$ cat src/shared/ppr_consts.svh
// Offsets, reset values and timing counts of the port-pin block
`ifndef PPR_CONSTS_SVH
`define PPR_CONSTS_SVH
`define PPR_OFF_P2 12'h000
`define PPR_OFF_P3 12'h004
`define PPR_OFF_PM2 12'h008
`define PPR_OFF_PM3 12'h00C
`define PPR_OFF_IRQF 12'h010
`define PPR_OFF_IRQM 12'h014
`define PPR_OFF_STAT 12'h018
`define PPR_RST_PM 8'hFF
`define PPR_RST_MASK 8'h03
`define PPR_BIT_IRQA 1
`define PPR_BIT_IRQB 2
`define PPR_BIT_P2_SECOND 2
`define PPR_BIT_P2_THIRD 3
`define PPR_BIT_P3_SHARED 4
`define PPR_OPT_WAIT_CYC 4'd4
`endif

$ cat src/shared/ppr_pkg.sv
// Types of the port-pin block
package ppr_pkg;
  typedef enum logic [2:0] {
    PPR_HELD = 3'b001,
    PPR_OPTION = 3'b010,
    PPR_RUN = 3'b100
  } ppr_state_t;
endpackage

$ cat src/logic/ppr_sync.sv
// Two-flop synchroniser for a bus of pin inputs
`timescale 1ns/1ns
module ppr_sync #(
  parameter int WIDTH = 8,
  parameter logic [WIDTH-1:0] INIT = '0
) (
  input wire logic pclk,
  input wire logic presetn,
  input wire logic [WIDTH-1:0] din,
  output logic [WIDTH-1:0] dout
);
  logic [WIDTH-1:0] stage1;
  always_ff @(posedge pclk or negedge presetn) begin
    if (!presetn) begin
      stage1 <= INIT;
      dout <= INIT;
    end else begin
      stage1 <= din;
      dout <= stage1;
    end
  end
endmodule

$ cat src/logic/ppr_port_pins.sv
// Port 2 and 3 pin logic with reset pulls, shared reset pin and APB
// Overview of operation
// - During reset, pull down port-2 second pin and third pin.
// - During reset, the shared reset pin is pulled up internally.
// - Option byte chooses shared pin as reset input or input port bit.
// - Option read after release; shared pin low keeps device in reset, except once running in port mode.
// - Output-mode level change on the two irq pins sets their flag.
// - Bit instructions read and rewrite the whole port byte.
//
// Added by the designer: the APB slave port and the placing of the registers.
`timescale 1ns/1ns
`include "ppr_consts.svh"
module ppr_port_pins
  import ppr_pkg::*;
#(
  parameter int OPT_WAIT = 4
) (
  input wire logic pclk,
  input wire logic presetn,
  input wire logic psel,
  input wire logic penable,
  input wire logic pwrite,
  input wire logic [11:0] paddr,
  input wire logic [31:0] pwdata,
  output logic [31:0] prdata,
  output logic pready,
  output logic pslverr,
  input wire logic option_port_mode,
  input wire logic [7:0] port2_in,
  output logic [7:0] port2_out,
  output logic [7:0] port2_oe,
  output logic [7:0] port2_pulldown,
  input wire logic [7:0] port3_in,
  output logic [7:0] port3_out,
  output logic [7:0] port3_oe,
  output logic reset_pin_pullup,
  output logic core_reset_n,
  output logic irq
);
  logic [7:0] p2_sync, p3_sync;
  logic opt_sync;
  logic [7:0] port2_latch, port3_latch, port2_direction, port3_direction;
  logic [7:0] interrupt_request_flags, interrupt_mask_flags;
  logic port_use;
  ppr_state_t state;
  logic [3:0] wait_cnt;
  logic wr, rd;
  logic [7:0] next_port2_pins, next_port3_pins;
  logic irq_capable_pin_a, irq_capable_pin_b;
  logic prev_a, prev_b, set_a, set_b;
  logic [7:0] irq_set;
  logic reset_shared_input_pin;

  ppr_sync #(.WIDTH(8), .INIT(8'h00)) u_sync2 (
    .pclk(pclk), .presetn(presetn), .din(port2_in), .dout(p2_sync));
  ppr_sync #(.WIDTH(9), .INIT(9'h1_10)) u_sync3 (
    .pclk(pclk), .presetn(presetn), .din({option_port_mode, port3_in}),
    .dout({opt_sync, p3_sync}));

  assign reset_shared_input_pin = p3_sync[`PPR_BIT_P3_SHARED];

  // Release sequence: wait while shared pin is high (hold while low), read option, then run
  always_ff @(posedge pclk or negedge presetn) begin
    if (!presetn) begin
      state <= PPR_HELD;
      wait_cnt <= 4'd0;
      port_use <= 1'b0;
    end else begin
      case (state)
        PPR_HELD: begin
          state <= PPR_OPTION;
          wait_cnt <= 4'd0;
        end
        PPR_OPTION: begin
          if (!reset_shared_input_pin) begin
            wait_cnt <= 4'd0;
          end else if (wait_cnt == 4'(OPT_WAIT - 1)) begin
            port_use <= opt_sync;
            state <= PPR_RUN;
          end else begin
            wait_cnt <= wait_cnt + 4'd1;
          end
        end
        PPR_RUN: begin
          if (!port_use && !reset_shared_input_pin) begin
            state <= PPR_OPTION;
            wait_cnt <= 4'd0;
          end
        end
        default: state <= PPR_HELD;
      endcase
    end
  end

  assign core_reset_n = (state == PPR_RUN);
  assign reset_pin_pullup = !presetn || !port_use;

  always_comb begin
    port2_pulldown = 8'h00;
    if (!presetn) begin
      port2_pulldown[`PPR_BIT_P2_SECOND] = 1'b1;
      port2_pulldown[`PPR_BIT_P2_THIRD] = 1'b1;
    end
  end

  assign wr = psel && penable && pwrite && core_reset_n;
  assign rd = psel && !pwrite;
  assign pready = 1'b1;
  assign pslverr = psel && penable && !core_reset_n;

  // Pin value reads: output pins read latch, inputs read the pin
  assign next_port2_pins = (port2_latch & ~port2_direction) |
                           (p2_sync & port2_direction);
  assign next_port3_pins = (port3_latch & ~port3_direction) |
                           (p3_sync & port3_direction);

  // Whole-byte writes; input-mode latches take what software wrote
  always_ff @(posedge pclk or negedge presetn) begin
    if (!presetn) begin
      port2_latch <= 8'h00;
      port3_latch <= 8'h00;
      port2_direction <= `PPR_RST_PM;
      port3_direction <= `PPR_RST_PM;
      interrupt_mask_flags <= `PPR_RST_MASK;
    end else if (wr) begin
      case (paddr)
        `PPR_OFF_P2: port2_latch <= pwdata[7:0];
        `PPR_OFF_P3: port3_latch <= pwdata[7:0];
        `PPR_OFF_PM2: port2_direction <= pwdata[7:0];
        `PPR_OFF_PM3: port3_direction <= pwdata[7:0];
        `PPR_OFF_IRQM: interrupt_mask_flags <= pwdata[7:0];
        default: ;
      endcase
    end
  end

  assign port2_out = port2_latch;
  assign port3_out = port3_latch;
  assign port2_oe = core_reset_n ? ~port2_direction : 8'h00;
  assign port3_oe = core_reset_n ?
                    (~port3_direction & ~(8'h01 << `PPR_BIT_P3_SHARED)) :
                    8'h00;

  // Level of the irq pins: latch in output mode, synchronised pin in input mode
  assign irq_capable_pin_a = port2_direction[1] ? p2_sync[1] : port2_latch[1];
  assign irq_capable_pin_b = port3_direction[2] ? p3_sync[2] : port3_latch[2];
  always_ff @(posedge pclk or negedge presetn) begin
    if (!presetn) begin
      prev_a <= 1'b0;
      prev_b <= 1'b0;
    end else begin
      prev_a <= irq_capable_pin_a;
      prev_b <= irq_capable_pin_b;
    end
  end
  assign set_a = core_reset_n && (prev_a != irq_capable_pin_a);
  assign set_b = core_reset_n && (prev_b != irq_capable_pin_b);
  always_comb begin
    irq_set = 8'h00;
    irq_set[`PPR_BIT_IRQA-1] = set_a;
    irq_set[`PPR_BIT_IRQB-1] = set_b;
  end

  // Sticky flags, write one to clear, set wins
  always_ff @(posedge pclk or negedge presetn) begin
    if (!presetn) begin
      interrupt_request_flags <= 8'h00;
    end else begin
      interrupt_request_flags <= (interrupt_request_flags &
        ~((wr && paddr == `PPR_OFF_IRQF) ? pwdata[7:0] : 8'h00)) |
        irq_set;
    end
  end
  assign irq = |(interrupt_request_flags & ~interrupt_mask_flags);

  always_ff @(posedge pclk or negedge presetn) begin
    if (!presetn) begin
      prdata <= 32'h0000_0000;
    end else if (rd && !penable) begin
      case (paddr)
        `PPR_OFF_P2: prdata <= {24'h00_0000, next_port2_pins};
        `PPR_OFF_P3: prdata <= {24'h00_0000, next_port3_pins};
        `PPR_OFF_PM2: prdata <= {24'h00_0000, port2_direction};
        `PPR_OFF_PM3: prdata <= {24'h00_0000, port3_direction};
        `PPR_OFF_IRQF: prdata <= {24'h00_0000, interrupt_request_flags};
        `PPR_OFF_IRQM: prdata <= {24'h00_0000, interrupt_mask_flags};
        `PPR_OFF_STAT: prdata <= {29'h0000_0000, port_use, core_reset_n,
                                  reset_shared_input_pin};
        default: prdata <= 32'h0000_0000;
      endcase
    end
  end

  held_low_a: assert property (@(posedge pclk) disable iff (!presetn)
    (state == PPR_OPTION && !reset_shared_input_pin) |=> !core_reset_n)
    else $error("left reset with shared pin low");
  flag_sets_a: assert property (@(posedge pclk) disable iff (!presetn)
    set_a |=> interrupt_request_flags[0])
    else $error("pin a change did not set flag");
  flag_sets_b_a: assert property (@(posedge pclk) disable iff (!presetn)
    set_b |=> interrupt_request_flags[1])
    else $error("pin b change did not set flag");
  masked_quiet_a: assert property (@(posedge pclk) disable iff (!presetn)
    (interrupt_mask_flags == 8'hFF) |-> !irq)
    else $error("irq while all masked");
  pull_off_a: assert property (@(posedge pclk) disable iff (!presetn)
    port2_pulldown == 8'h00)
    else $error("pull-down after reset");
  option_wait_a: assert property (@(posedge pclk) disable iff (!presetn)
    $rose(core_reset_n) |-> $past(reset_shared_input_pin, 1))
    else $error("run entered with pin low");
  byte_write_a: assert property (@(posedge pclk) disable iff (!presetn)
    (wr && paddr == `PPR_OFF_P2) |=> port2_latch == $past(pwdata[7:0]))
    else $error("port byte not rewritten");
  pullup_a: assert property (@(posedge pclk) disable iff (!presetn)
    !port_use |-> reset_pin_pullup)
    else $error("reset pin pull-up missing");
endmodule

$ cat config.mk
export PLATFORM = sky130hd
export DESIGN_NAME = ppr_port_pins
export DESIGN_NICKNAME = d
export VERILOG_FILES = /design/src/shared/ppr_pkg.sv /design/src/logic/ppr_sync.sv /design/src/logic/ppr_port_pins.sv
export VERILOG_INCLUDE_DIRS = /design/src /design/src/shared
export SDC_FILE = /design/constraint.sdc
export NUM_CORES = 1
export LEC_CHECK = 0
export BUFFER_PORTS_ARGS = -buffer_cell sky130_fd_sc_hd__buf_2
export CAP_MARGIN = 40
export CORE_MARGIN = 5
export CORE_UTILIZATION = 51
export CTS_CLUSTER_DIAMETER = 30
export CTS_CLUSTER_SIZE = 28
export DETAILED_ROUTE_END_ITERATION = 8
export PLACE_DENSITY_LB_ADDON = 0.05
export SETUP_SLACK_MARGIN = 0.3
export SYNTH_ARGS = -nofsm -noshare
export SYNTH_HDL_FRONTEND = slang
export SYNTH_HIERARCHICAL = 1
export SYNTH_SLANG_ARGS = --single-unit
$ cat constraint.sdc
create_clock -name pclk -period 2.79 [get_ports pclk]
set_input_delay 0.4185 -clock pclk [delete_from_list [all_inputs] [get_ports pclk]]
set_output_delay 0.4185 -clock pclk [all_outputs]
set_load 0.02 [all_outputs]
Word-level counts from Yosys, hierarchy flattened
Index checks and enable logic that the tools add are counted.
Word-level totals
  register bits after elaboration: 124
  latch bits: 0
  RAM bits: 0
  bits in read-only memories: 0
  bits of input ports: 66
  output and inout bits: 77
  word-level logic and storage cells: 89
  memories kept: 0
Operators by class
  $add $sub $neg: 1
  multipliers: 0
  div/mod/pow operators: 0
  magnitude comparators: 0
  equal/unequal tests: 16
  shifts and indexed selects: 0
  mux-type cells: 15
  bitwise logic cells: 13
  reduce and logical (&&, ||, !) cells: 28
Operator list (number)
  8-bit one-hot mux with 7 select lines: 1
  8-bit AND: 6
  12-bit by 5-bit equality test with 1-bit output (second input constant): 3
  8-bit inverter: 4
  12-bit by 4-bit equality test with 1-bit output (second input constant): 2
  8-bit two-way mux: 3
  8-bit bitwise OR: 2
  12-bit by 3-bit equality test with 1-bit output (second input constant): 1
  12-bit logical NOT: 1
  4-bit two-way mux: 3
  4-bit one-hot mux with 3 select lines: 1
  1-bit logical AND: 10
  2-bit AND reduction: 5
  3-bit two-way mux: 3
  3-bit one-hot mux with 3 select lines: 1
  3-bit AND reduction: 3
  8-bit by 2-bit bitwise OR with 8-bit output: 1
  8-bit OR reduction: 1
  1-bit logical NOT: 6
  4-bit by 1-bit adder with 4-bit output (second input constant): 1
  4-bit by 2-bit equality test with 1-bit output (second input constant): 1
  2-bit by 1-bit inequality test with 1-bit output (second input constant): 2
  3-bit by 1-bit equality test with 1-bit output (second input constant): 1
  3-bit by 2-bit equality test with 1-bit output (second input constant): 1
  8 further kinds: 10

Longest topological paths before layout
Gate-level depths: netlist of run 1.
  depth in word-level cells: 8
  depth in mapped cells: 7
  mapped depth without buffers: 6

Modules after synthesis
The synthesis of run 1 kept the hierarchy.
Modules (own cells, without submodules)
  ppr_port_pins: instances 1, cells each 342, area an instance 3609.7 um^2
  ppr_sync at u_sync3: instances 1, cells each 18, area an instance 455.4 um^2
  ppr_sync at u_sync2: instances 1, cells each 16, area an instance 400.4 um^2

Least setup slack after synthesis of run 1
Ideal clock, no wire load.
  kind: register to register
  from: register state[1]
  to: register port3_latch[0] (netlist: port3_out[0])
  setup time: 0.125 ns
  arrival time: 2.041 ns
  slack: 0.625 ns
  stages on the path, launching flop included: 6
  path buffers: 1
  period minus slack after synthesis: 2.165 ns
  cell sequence: dfrtp_1 -> or3b_1 -> buf_2 -> or2_4 -> nor4_4 -> mux2_2
On the way
  cells in the longest elaborated chain, start to end: 3
RTL lines
  from (decl): line ppr_port_pins.sv:45  | ppr_state_t state;
  from (signal assigned): line ppr_port_pins.sv:65  | state <= PPR_HELD;
  from (signal assigned): line ppr_port_pins.sv:71  | state <= PPR_OPTION;
  from (signal assigned): line ppr_port_pins.sv:79  | state <= PPR_RUN;
  3-bit equality test: line ppr_port_pins.sv:95  | assign core_reset_n = (state == PPR_RUN);
  1-bit logical AND: line ppr_port_pins.sv:106  | assign wr = psel && penable && pwrite && core_reset_n;
  2-bit AND reduction (no source line)
  to (signal assigned): line ppr_port_pins.sv:128  | `PPR_OFF_P3: port3_latch <= pwdata[7:0];
  to (decl): line ppr_port_pins.sv:42  | logic [7:0] port2_latch, port3_latch, port2_direction, port3_direction;
No other way between the ends.
A chain may end at the register's enable or synchronous reset.

Worst setup path in the final report of run 1
  from: register state[1]
  to: register interrupt_mask_flags[6]
On the way
  cells in the longest elaborated chain, start to end: 3
RTL lines
  3-bit equality test: line ppr_port_pins.sv:95
  1-bit logical AND: line ppr_port_pins.sv:106
  2-bit AND reduction (no source line)
  to (signal assigned): line ppr_port_pins.sv:124  | interrupt_mask_flags <= `PPR_RST_MASK;
  to (signal assigned): line ppr_port_pins.sv:131  | `PPR_OFF_IRQM: interrupt_mask_flags <= pwdata[7:0];
  to (decl): line ppr_port_pins.sv:43  | logic [7:0] interrupt_request_flags, interrupt_mask_flags;
No other way between the ends.

==> impl_metrics.sql, run 1 <==
INSERT INTO impl_metrics (metric_group, metric, value, unit) VALUES
('status', 'run_status', 'complete, no violations', ''),
('cells_and_area', 'drive_above_1_share', '40.4', '%'),
('cells_and_area', 'insertedDiodeCount', '0', ''),
('drt', 'drt_wl_total', '10.3', 'mm'),
('die', 'core_region_area', '8640', 'sq um'),
('drt', 'post-route-drc-count', '0', ''),
('die', 'core.rowCount', '34', ''),
('cells_and_area', 'postLayoutCoreUtil', '59.9', '%'),
('drt', 'via_per_inst', '5.40', ''),
('power', 'vdd_ir_drop_max', '0.319', 'mV'),
('setup_path', 'r2r_setup_slack', '0.53', 'ns'),
('timing', 'final-hold-violation-count', '0', ''),
('drt', 'dr.first_iter.drc_count', '144', ''),
('clock_tree', 'cts.repair.resized', '0', ''),
('timing', 'clock-skew-final', '0.0129', 'ns'),
('job', 'drv_cap', '0', ''),
('grt', 'grt_usage', '19.5', '%'),
('cells_and_area', 'finalNetCount', '542', ''),
('cells_and_area', 'seq_area', '2530', 'sq um'),
('yosys', 'number_of_enable_type_register_cells_in_the_synthesized_netlist', '0', ''),
('drt', 'total_number_of_vias', '3173', ''),
('yosys', 'synth.yosys.seq_area_share', '56.7', '%'),
('timing', 'timing.max_slew.rel_slack', '49.6', '%'),
('clock_tree', 'cts-hold-fix-buffers', '0', ''),
('cells_and_area', 'multi_input_comb_area', '1700', 'sq um'),
('clock_tree', 'post_cts_buffers', '0', ''),
('grt', 'grt_antenna_before_repair', '0', ''),
('die', 'num_io_pins', '143', ''),
('setup_path', 'critPathKind', 'register to register', ''),
('drt', 'post_detailed_route_count_of_antenna_violating_nets', '0', ''),
('timing', 'fin_setup_tns', '0', 'ns'),
('yosys', 'synthCells', '376', ''),
('grt', 'overflow', '0', ''),
('timing', 'final.min_clock_period', '2.26', 'ns'),
('timing', 'max_clock_freq', '0.443', 'GHz'),
('die', 'start_util', '51.7', '%'),
('clock_tree', 'clk_path_buf_depth', '2', ''),
('drt', 'wl_per_cell', '17.4', 'microns'),
('timing', 'post-route-period-util', '80.9', '%'),
('yosys', 'synth_ff_type', 'dfrtp_1', ''),
('die', 'die_area', '10700', 'sq um'),
('setup_path', 'required', '3.04', 'ns'),
('grt', 'largest_net_degree_at_the_start_of_global_routing', '62', ''),
('yosys', 'synth_warnings', '6', ''),
('grt', 'grt_pass1_wl', '16.8', 'mm'),
('clock_tree', 'tritoncts_clock_tree', 'done', ''),
('cells_and_area', 'final.fill_count', '775', ''),
('setup_path', 'critPathMaxFanout', '8', ''),
('grt', 'via_count_of_the_first_global_routing_pass', '3146', ''),
('clock_tree', 'cts_buffers', '9', ''),
('setup_path', 'critical_path.startpoint_type', 'register', ''),
('timing', 'setup-violations-final', '0', ''),
('yosys', 'synthesis.area', '4470', 'sq um'),
('clock_tree', 'clkTransAtPathRegs', '0.11', 'ns'),
('clock_tree', 'clkSinkCount', '100', ''),
('placed_design', 'place.port_buffers', '86', ''),
('power', 'pwr_per_cell_area', '519', 'nW/um^2'),
('timing', 'tightest_slew', '0.756', 'ns'),
('yosys', 'synth.lib_cells_used.distinct', '53', ''),
('timing', 'rsz0062_at_grt', 'false', ''),
('clock_tree', 'h-tree-depth', '3', ''),
('placed_design', 'dp.final_hpwl', '7.51', 'mm'),
('setup_path', 'endpoint_type_of_the_worst_setup_path', 'register', ''),
('cells_and_area', 'area_growth_syn_to_layout', '15.8', '%'),
('clock_tree', 'worst_skew_pair.late_latency', '0.37', 'ns'),
('hold_path', 'hp-class', 'input pin to async pin', ''),
('timing', 'slew_viol_final', '0', ''),
('clock_tree', 'clock_root_buffer', 'clkbuf_8', ''),
('yosys', 'async_flop_share', '100', '%'),
('drt', 'drt-pass1-iter-count', '4', ''),
('die', 'die_y_extent', '104', 'microns'),
('power', 'power.static_leakage', '2.55', 'nW'),
('setup_path', 'timing.critical_path.arrival', '2.51', 'ns'),
('yosys', 'synthesis.area_per_instance', '11.9', 'sq um'),
('placed_design', 'routability_congestion', '0.818', ''),
('die', 'floorplan.die.width', '104', 'microns'),
('yosys', 'synth.ff_latch_count', '100', '');
## worst max-delay path, stage by stage (launching register included)
cell,delay (ns)
dfrtp_1,0.42
or3b_1,0.40
or2_4,0.29
nor4_4,0.63
mux2_2,0.41
## state kept, by name (all words and copies together), names as in the netlist
signal	cells
port_use	1
prev_a	1
state	3
wait_cnt	4
port2_direction	8
port2_out	8
u_sync2/stage1	8
prdata	8
u_sync3/dout	9
port3_out	8
port3_direction	8
prev_b	1
u_sync2/dout	8
interrupt_request_flags	8
interrupt_mask_flags	8
u_sync3/stage1	9
## layout by cell type (no fill, tap or decap), drive strengths merged, types with 2 or more instances in the layout
cell	count
nand4	6
clkinv	2
a21oi	11
inv	18
nand3	8
nand2	22
or3b	4
o21ai	24
dfrtp	77
a22oi	10
clkbuf	10
xor2	2
mux2i	12
o22ai	5
nor3	2
o21a	3
nand3b	2
buf	103
mux2	44
and2	2
nor4	5
o311ai	2
and3	2
a31oi	2
o2bb2ai	2
dfstp	23
nor2	22
a22o	3
a211oi	2
conb	32
## cells in the mapped netlist (all sizes together) (2+ instances only)
cell type,n,area share (%)
dfrtp,77,43
mux2,44,11
buf,36,5.8
o21ai,24,2.7
dfstp,23,14
nand2,22,1.8
nor2,22,1.8
inv,14,1.2
mux2i,12,2.7
a21oi,11,1.2
a22oi,10,1.7
clkbuf,9,0.76
nand3,8,0.90
nand4,6,0.84
nor4,5,1.5
o22ai,5,0.70
or3b,4,0.78
a22o,3,0.59
o21a,3,0.50
a211oi,2,0.34
a31oi,2,0.28
and2,2,0.28
and3,2,0.28
conb,2,0.17
nand3b,2,0.34
nor3,2,0.22
o2bb2ai,2,0.39
o311ai,2,0.39
xor2,2,0.39
## path summary, 6_finish.rpt
kind                                         from  cells past startpoint                      end
worst max register to register           state[1]                      4  interrupt_mask_flags[6]
worst min register to register  u_sync3/stage1[5]                      0          u_sync3/dout[5]
worst max-delay path                     state[1]                      4  interrupt_mask_flags[6]
min in group pclk                     port3_in[4]                      1        u_sync3/stage1[4]
worst min-delay path                      presetn                      2        u_sync2/stage1[1]
max in group asynchronous                 presetn                      2             port3_out[0]
## layout make-up
| cell class | instances | share of cell area, % |
|---|---|---|
| Multi-Input combinational cell | 247 | 32.9 |
| Sequential cell | 100 | 48.9 |
| Tap cell | 108 | 2.61 |
| Clock inverter | 6 | 1.26 |
| Timing Repair Buffer | 103 | 10.8 |
| Clock buffer | 10 | 2.47 |
| Inverter | 14 | 1.02 |
## metal layers
layer,vias to the layer above,GRT usage (%),part of all wire [%]
met1,1569,26.8,44
met5,-,0,0
li1,1478,-,-
met4,0,5.34,0.33
met3,2,5.22,8.0
met2,124,30.6,48
## report_power, final
group	total, mW	leakage [nW]	switching, mW	internal, mW
Combinational	0.251	1.25	0.180	0.0706
Clock	0.892	0.0981	0.539	0.353
Sequential	1.54	1.21	0.0321	1.51
Total	2.68	2.55	0.751	1.93
## metrics by stage
stage / area [sq um] / hold WS [ns] / instances / setup WS [ns] / power (mW)
4_1_cts: 5160 / 0.114 / 587 / 0.394 / 2.73
2_1_floorplan: 4580 / 0.123 / 406 / 0.625 / 1.74
3_5_place_dp: 4970 / 0.336 / 571 / 0.331 / 1.82
3_3_place_gp: 4970 / 0.331 / 571 / 0.303 / 1.81
6_report: 5170 / 0.136 / 588 / 0.533 / 2.68
5_1_grt: 5170 / 0.106 / 588 / 0.440 / 2.81
## cell families (layout without fill, tap and decap cells)
logic type                 Yosys count  count (layout)  synth area share, %
DFF                                100             100                 56.7
and+or+nand+nor                     84              84                 10.6
AOI/OAI and AO/OA                   71              71                 10.1
buffers and inverters               59             133                 7.76
muxes                               56              56                 13.8
xor gates and xnor gates             3               3                0.589
other                                2              32                0.168
adders and majority gates            1               1                0.280
No activity file was read; power rests on OpenSTA's default activity.
==> run 2, diff against run 1 <==
==> constraint.sdc (replaced) <==
create_clock -name pclk -period 2.21 [get_ports pclk]
set_input_delay 0.3315 -clock pclk [delete_from_list [all_inputs] [get_ports pclk]]
set_output_delay 0.3315 -clock pclk [all_outputs]
set_load 0.02 [all_outputs]
==> run 2 against run 1 <==
  * Sequential share of layout area fell by 4.0 points
  * Final cell count rose by 3.7%
  * Flip-flop and latch count did not move
  * Non-clock buffer count rose by 22
  * Wire length rose by 7.8%
  * Critical path depth rose by 1
  * First-iteration DRC count fell by 4.9%
  * Final area rose by 9.0%
  * Critical endpoint is now pslverr
  * Largest cell class unchanged
  * Clock skew fell by 0.00088 ns
==> impl_metrics.sql, run 2 (same netlist as run 1, synthesis figures left out) <==
INSERT INTO impl_metrics (metric_group, metric, value, unit) VALUES
('grt', 'via_count_of_the_first_global_routing_pass', '3257', ''),
('die', 'die_y_extent', '104', 'microns'),
('grt', 'largest_net_degree_at_the_start_of_global_routing', '71', ''),
('cells_and_area', 'insertedDiodeCount', '0', ''),
('setup_path', 'critPathKind', 'register to output port', ''),
('clock_tree', 'clkTransAtPathRegs', '0.11', 'ns'),
('clock_tree', 'tritoncts_clock_tree', 'done', ''),
('timing', 'hold_slack', '0.0437', 'ns'),
('power', 'vdd_ir_drop_max', '0.416', 'mV'),
('grt', 'overflow', '0', ''),
('setup_path', 'slowest_stage', 'dfrtp_1', ''),
('placed_design', 'place.port_buffers', '86', ''),
('setup_path', 'required', '1.88', 'ns'),
('clock_tree', 'cts_buffers', '9', ''),
('die', 'die_area', '10700', 'sq um'),
('hold_path', 'hp-class', 'input pin to register', ''),
('setup_path', 'critical_path.top_delay_family', 'simple AND/OR/NAND/NOR gates', ''),
('timing', 'max_clock_freq', '0.489', 'GHz'),
('setup_path', 'endpoint_type_of_the_worst_setup_path', 'output port', ''),
('drt', 'drt-pass1-iter-count', '4', ''),
('setup_path', 'timing.critical_path.arrival', '1.71', 'ns'),
('placed_design', 'dp.final_hpwl', '7.81', 'mm'),
('clock_tree', 'clkSinkCount', '100', ''),
('die', 'num_io_pins', '143', ''),
('placed_design', 'routability_congestion', '0.830', ''),
('power', 'switching_share', '28.5', '%'),
('die', 'core_region_area', '8640', 'sq um'),
('drt', 'via_per_inst', '5.38', ''),
('drt', 'total_number_of_vias', '3281', ''),
('timing', 'setup-violations-final', '0', ''),
('setup_path', 'critPathMaxFanout', '6', ''),
('clock_tree', 'clock_root_buffer', 'clkbuf_8', ''),
('drt', 'post_detailed_route_count_of_antenna_violating_nets', '0', ''),
('timing', 'final-hold-violation-count', '0', ''),
('power', 'internal-power', '2.48', 'mW'),
('timing', 'timing.max_slew.rel_slack', '59.7', '%'),
('drt', 'post-route-drc-count', '0', ''),
('setup_path', 'critical_path.startpoint_type', 'register', ''),
('clock_tree', 'worst_skew_pair.late_latency', '0.38', 'ns'),
('setup_path', 'cpMostUsedCell', 'buf_6', ''),
('power', 'pwr_per_cell_area', '615', 'nW/um^2'),
('drt', 'wl_per_cell', '18.1', 'microns'),
('power', 'power.switching', '0.990', 'mW'),
('timing', 'clock-skew-final', '0.0120', 'ns'),
('cells_and_area', 'area_growth_syn_to_layout', '26.2', '%'),
('grt', 'grt_antenna_before_repair', '0', ''),
('die', 'floorplan.die.width', '104', 'microns'),
('clock_tree', 'h-tree-depth', '3', ''),
('timing', 'slew_viol_final', '0', ''),
('power', 'p_seq_share', '55.8', '%'),
('timing', 'tightest_slew', '0.597', 'ns'),
('power', 'power.clock.fraction', '32.7', '%'),
('setup_path', 'cp_slowest_stage_delay', '0.40', 'ns'),
('setup_path', 'combined_buffer_and_inverter_count_along_the_critical_path', '3', ''),
('clock_tree', 'clk_path_buf_depth', '2', ''),
('power', 'comb_power_share', '11.5', '%'),
('power', 'power.static_leakage', '2.70', 'nW'),
('timing', 'final.min_clock_period', '2.04', 'ns'),
('cells_and_area', 'largest_registers', 'u_sync3/dout: 9 flops, u_sync3/stage1: 9 flops', ''),
('cells_and_area', 'drive_above_1_share', '47.2', '%'),
('grt', 'grt_pass1_wl', '17.5', 'mm'),
('status', 'run_status', 'complete, no violations', ''),
('job', 'drv_cap', '0', ''),
('die', 'start_util', '51.7', '%'),
('timing', 'rsz0062_at_grt', 'true', ''),
('setup_path', 'cp_cell_sequence', 'or3b_4 -> buf_6 -> buf_12 -> and3_4 -> buf_6', ''),
('cells_and_area', 'layout_common_cells', 'dfrtp_1 (77), buf_2 (67), buf_4 (37)', ''),
('grt', 'grt_usage', '20.6', '%'),
('die', 'core.rowCount', '34', ''),
('timing', 'fin_setup_tns', '0', 'ns'),
('drt', 'dr.first_iter.drc_count', '137', ''),
('drt', 'drt_wl_total', '11.1', 'mm'),
('timing', 'post-route-period-util', '92.4', '%'),
('cells_and_area', 'mostFrequentLayoutCell', 'dfrtp_1', ''),
('cells_and_area', 'finalNetCount', '564', '');
[run 2: cell types whose count changed in the layout (fill, tap and decap cells not counted), sizes merged]
cell,previous run,this run
buf,103,124
clkinv,2,1
dlygate4sd3,0,1
inv,18,19
[run 2: path summary, 6_finish.rpt]
path | from | end | slack (ns) | depth (start not counted)
setup / recovery | state[1] | pslverr | 0.17 | 5
hold / removal | port3_in[4] | u_sync3/stage1[4] | 0.04 | 1
setup reg to reg | state[1] | interrupt_mask_flags[6] | 0.22 | 5
hold reg to reg | u_sync3/stage1[8] | u_sync3/dout[8] | 0.36 | 0
max in group asynchronous | presetn | interrupt_mask_flags[0] | 1.21 | 3
min in group asynchronous | presetn | wait_cnt[0] | 0.35 | 2
[run 2: layout make-up]
type                       count  area [sq um]
clock inverter                 6          65.1
inverter                      14          52.6
multi-input combinational    247          1840
sequential                   100          2530
tap                          108           135
fill                         699          3000
timing repair buffer         125           882
clock buffer                  10           128
[run 2: timing repair]
action / CTS / global route
gates resized for setup: 56 / 19
setup endpoints to repair: 69 / 64
hold endpoints to repair: 4 / 0
hold buffers: 1 / 0
pin swaps: 6 / 3
cloned: 1 / 0
buffers inserted: 10 / 0
[run 2: routing by layer]
| metal | wire, microns | GRT usage [%] |
|---|---|---|
| met3 | 855 | 5.53 |
| met5 | 0 | 0 |
| met2 | 5300 | 32.8 |
| met4 | 170 | 5.53 |
| met1 | 4740 | 27.8 |
[run 2: power groups by stage]
| stage | logic, mW | clock network, mW | registers (mW) |
|---|---|---|---|
| final | 0.399 | 1.13 | 1.93 |
| after floorplan | 0.226 | 0 | 1.97 |
| after global routing | 0.441 | 1.25 | 1.94 |
| after global placement | 0.320 | 0 | 1.98 |
| after detailed placement | 0.324 | 0 | 1.98 |
| after CTS | 0.371 | 1.17 | 1.93 |
[run 2: stage by stage]
step	power, mW	setup WS [ns]	utilization [%]	area (sq um)	instances
2_1_floorplan	2.19	0.0570	-	4600	406
3_3_place_gp	2.30	0.0336	58.9	5090	582
3_5_place_dp	2.30	0.0115	58.9	5090	582
4_1_cts	3.48	0.169	64.6	5580	610
5_1_grt	3.63	0.105	65.3	5640	610
6_report	3.47	0.167	65.3	5640	610
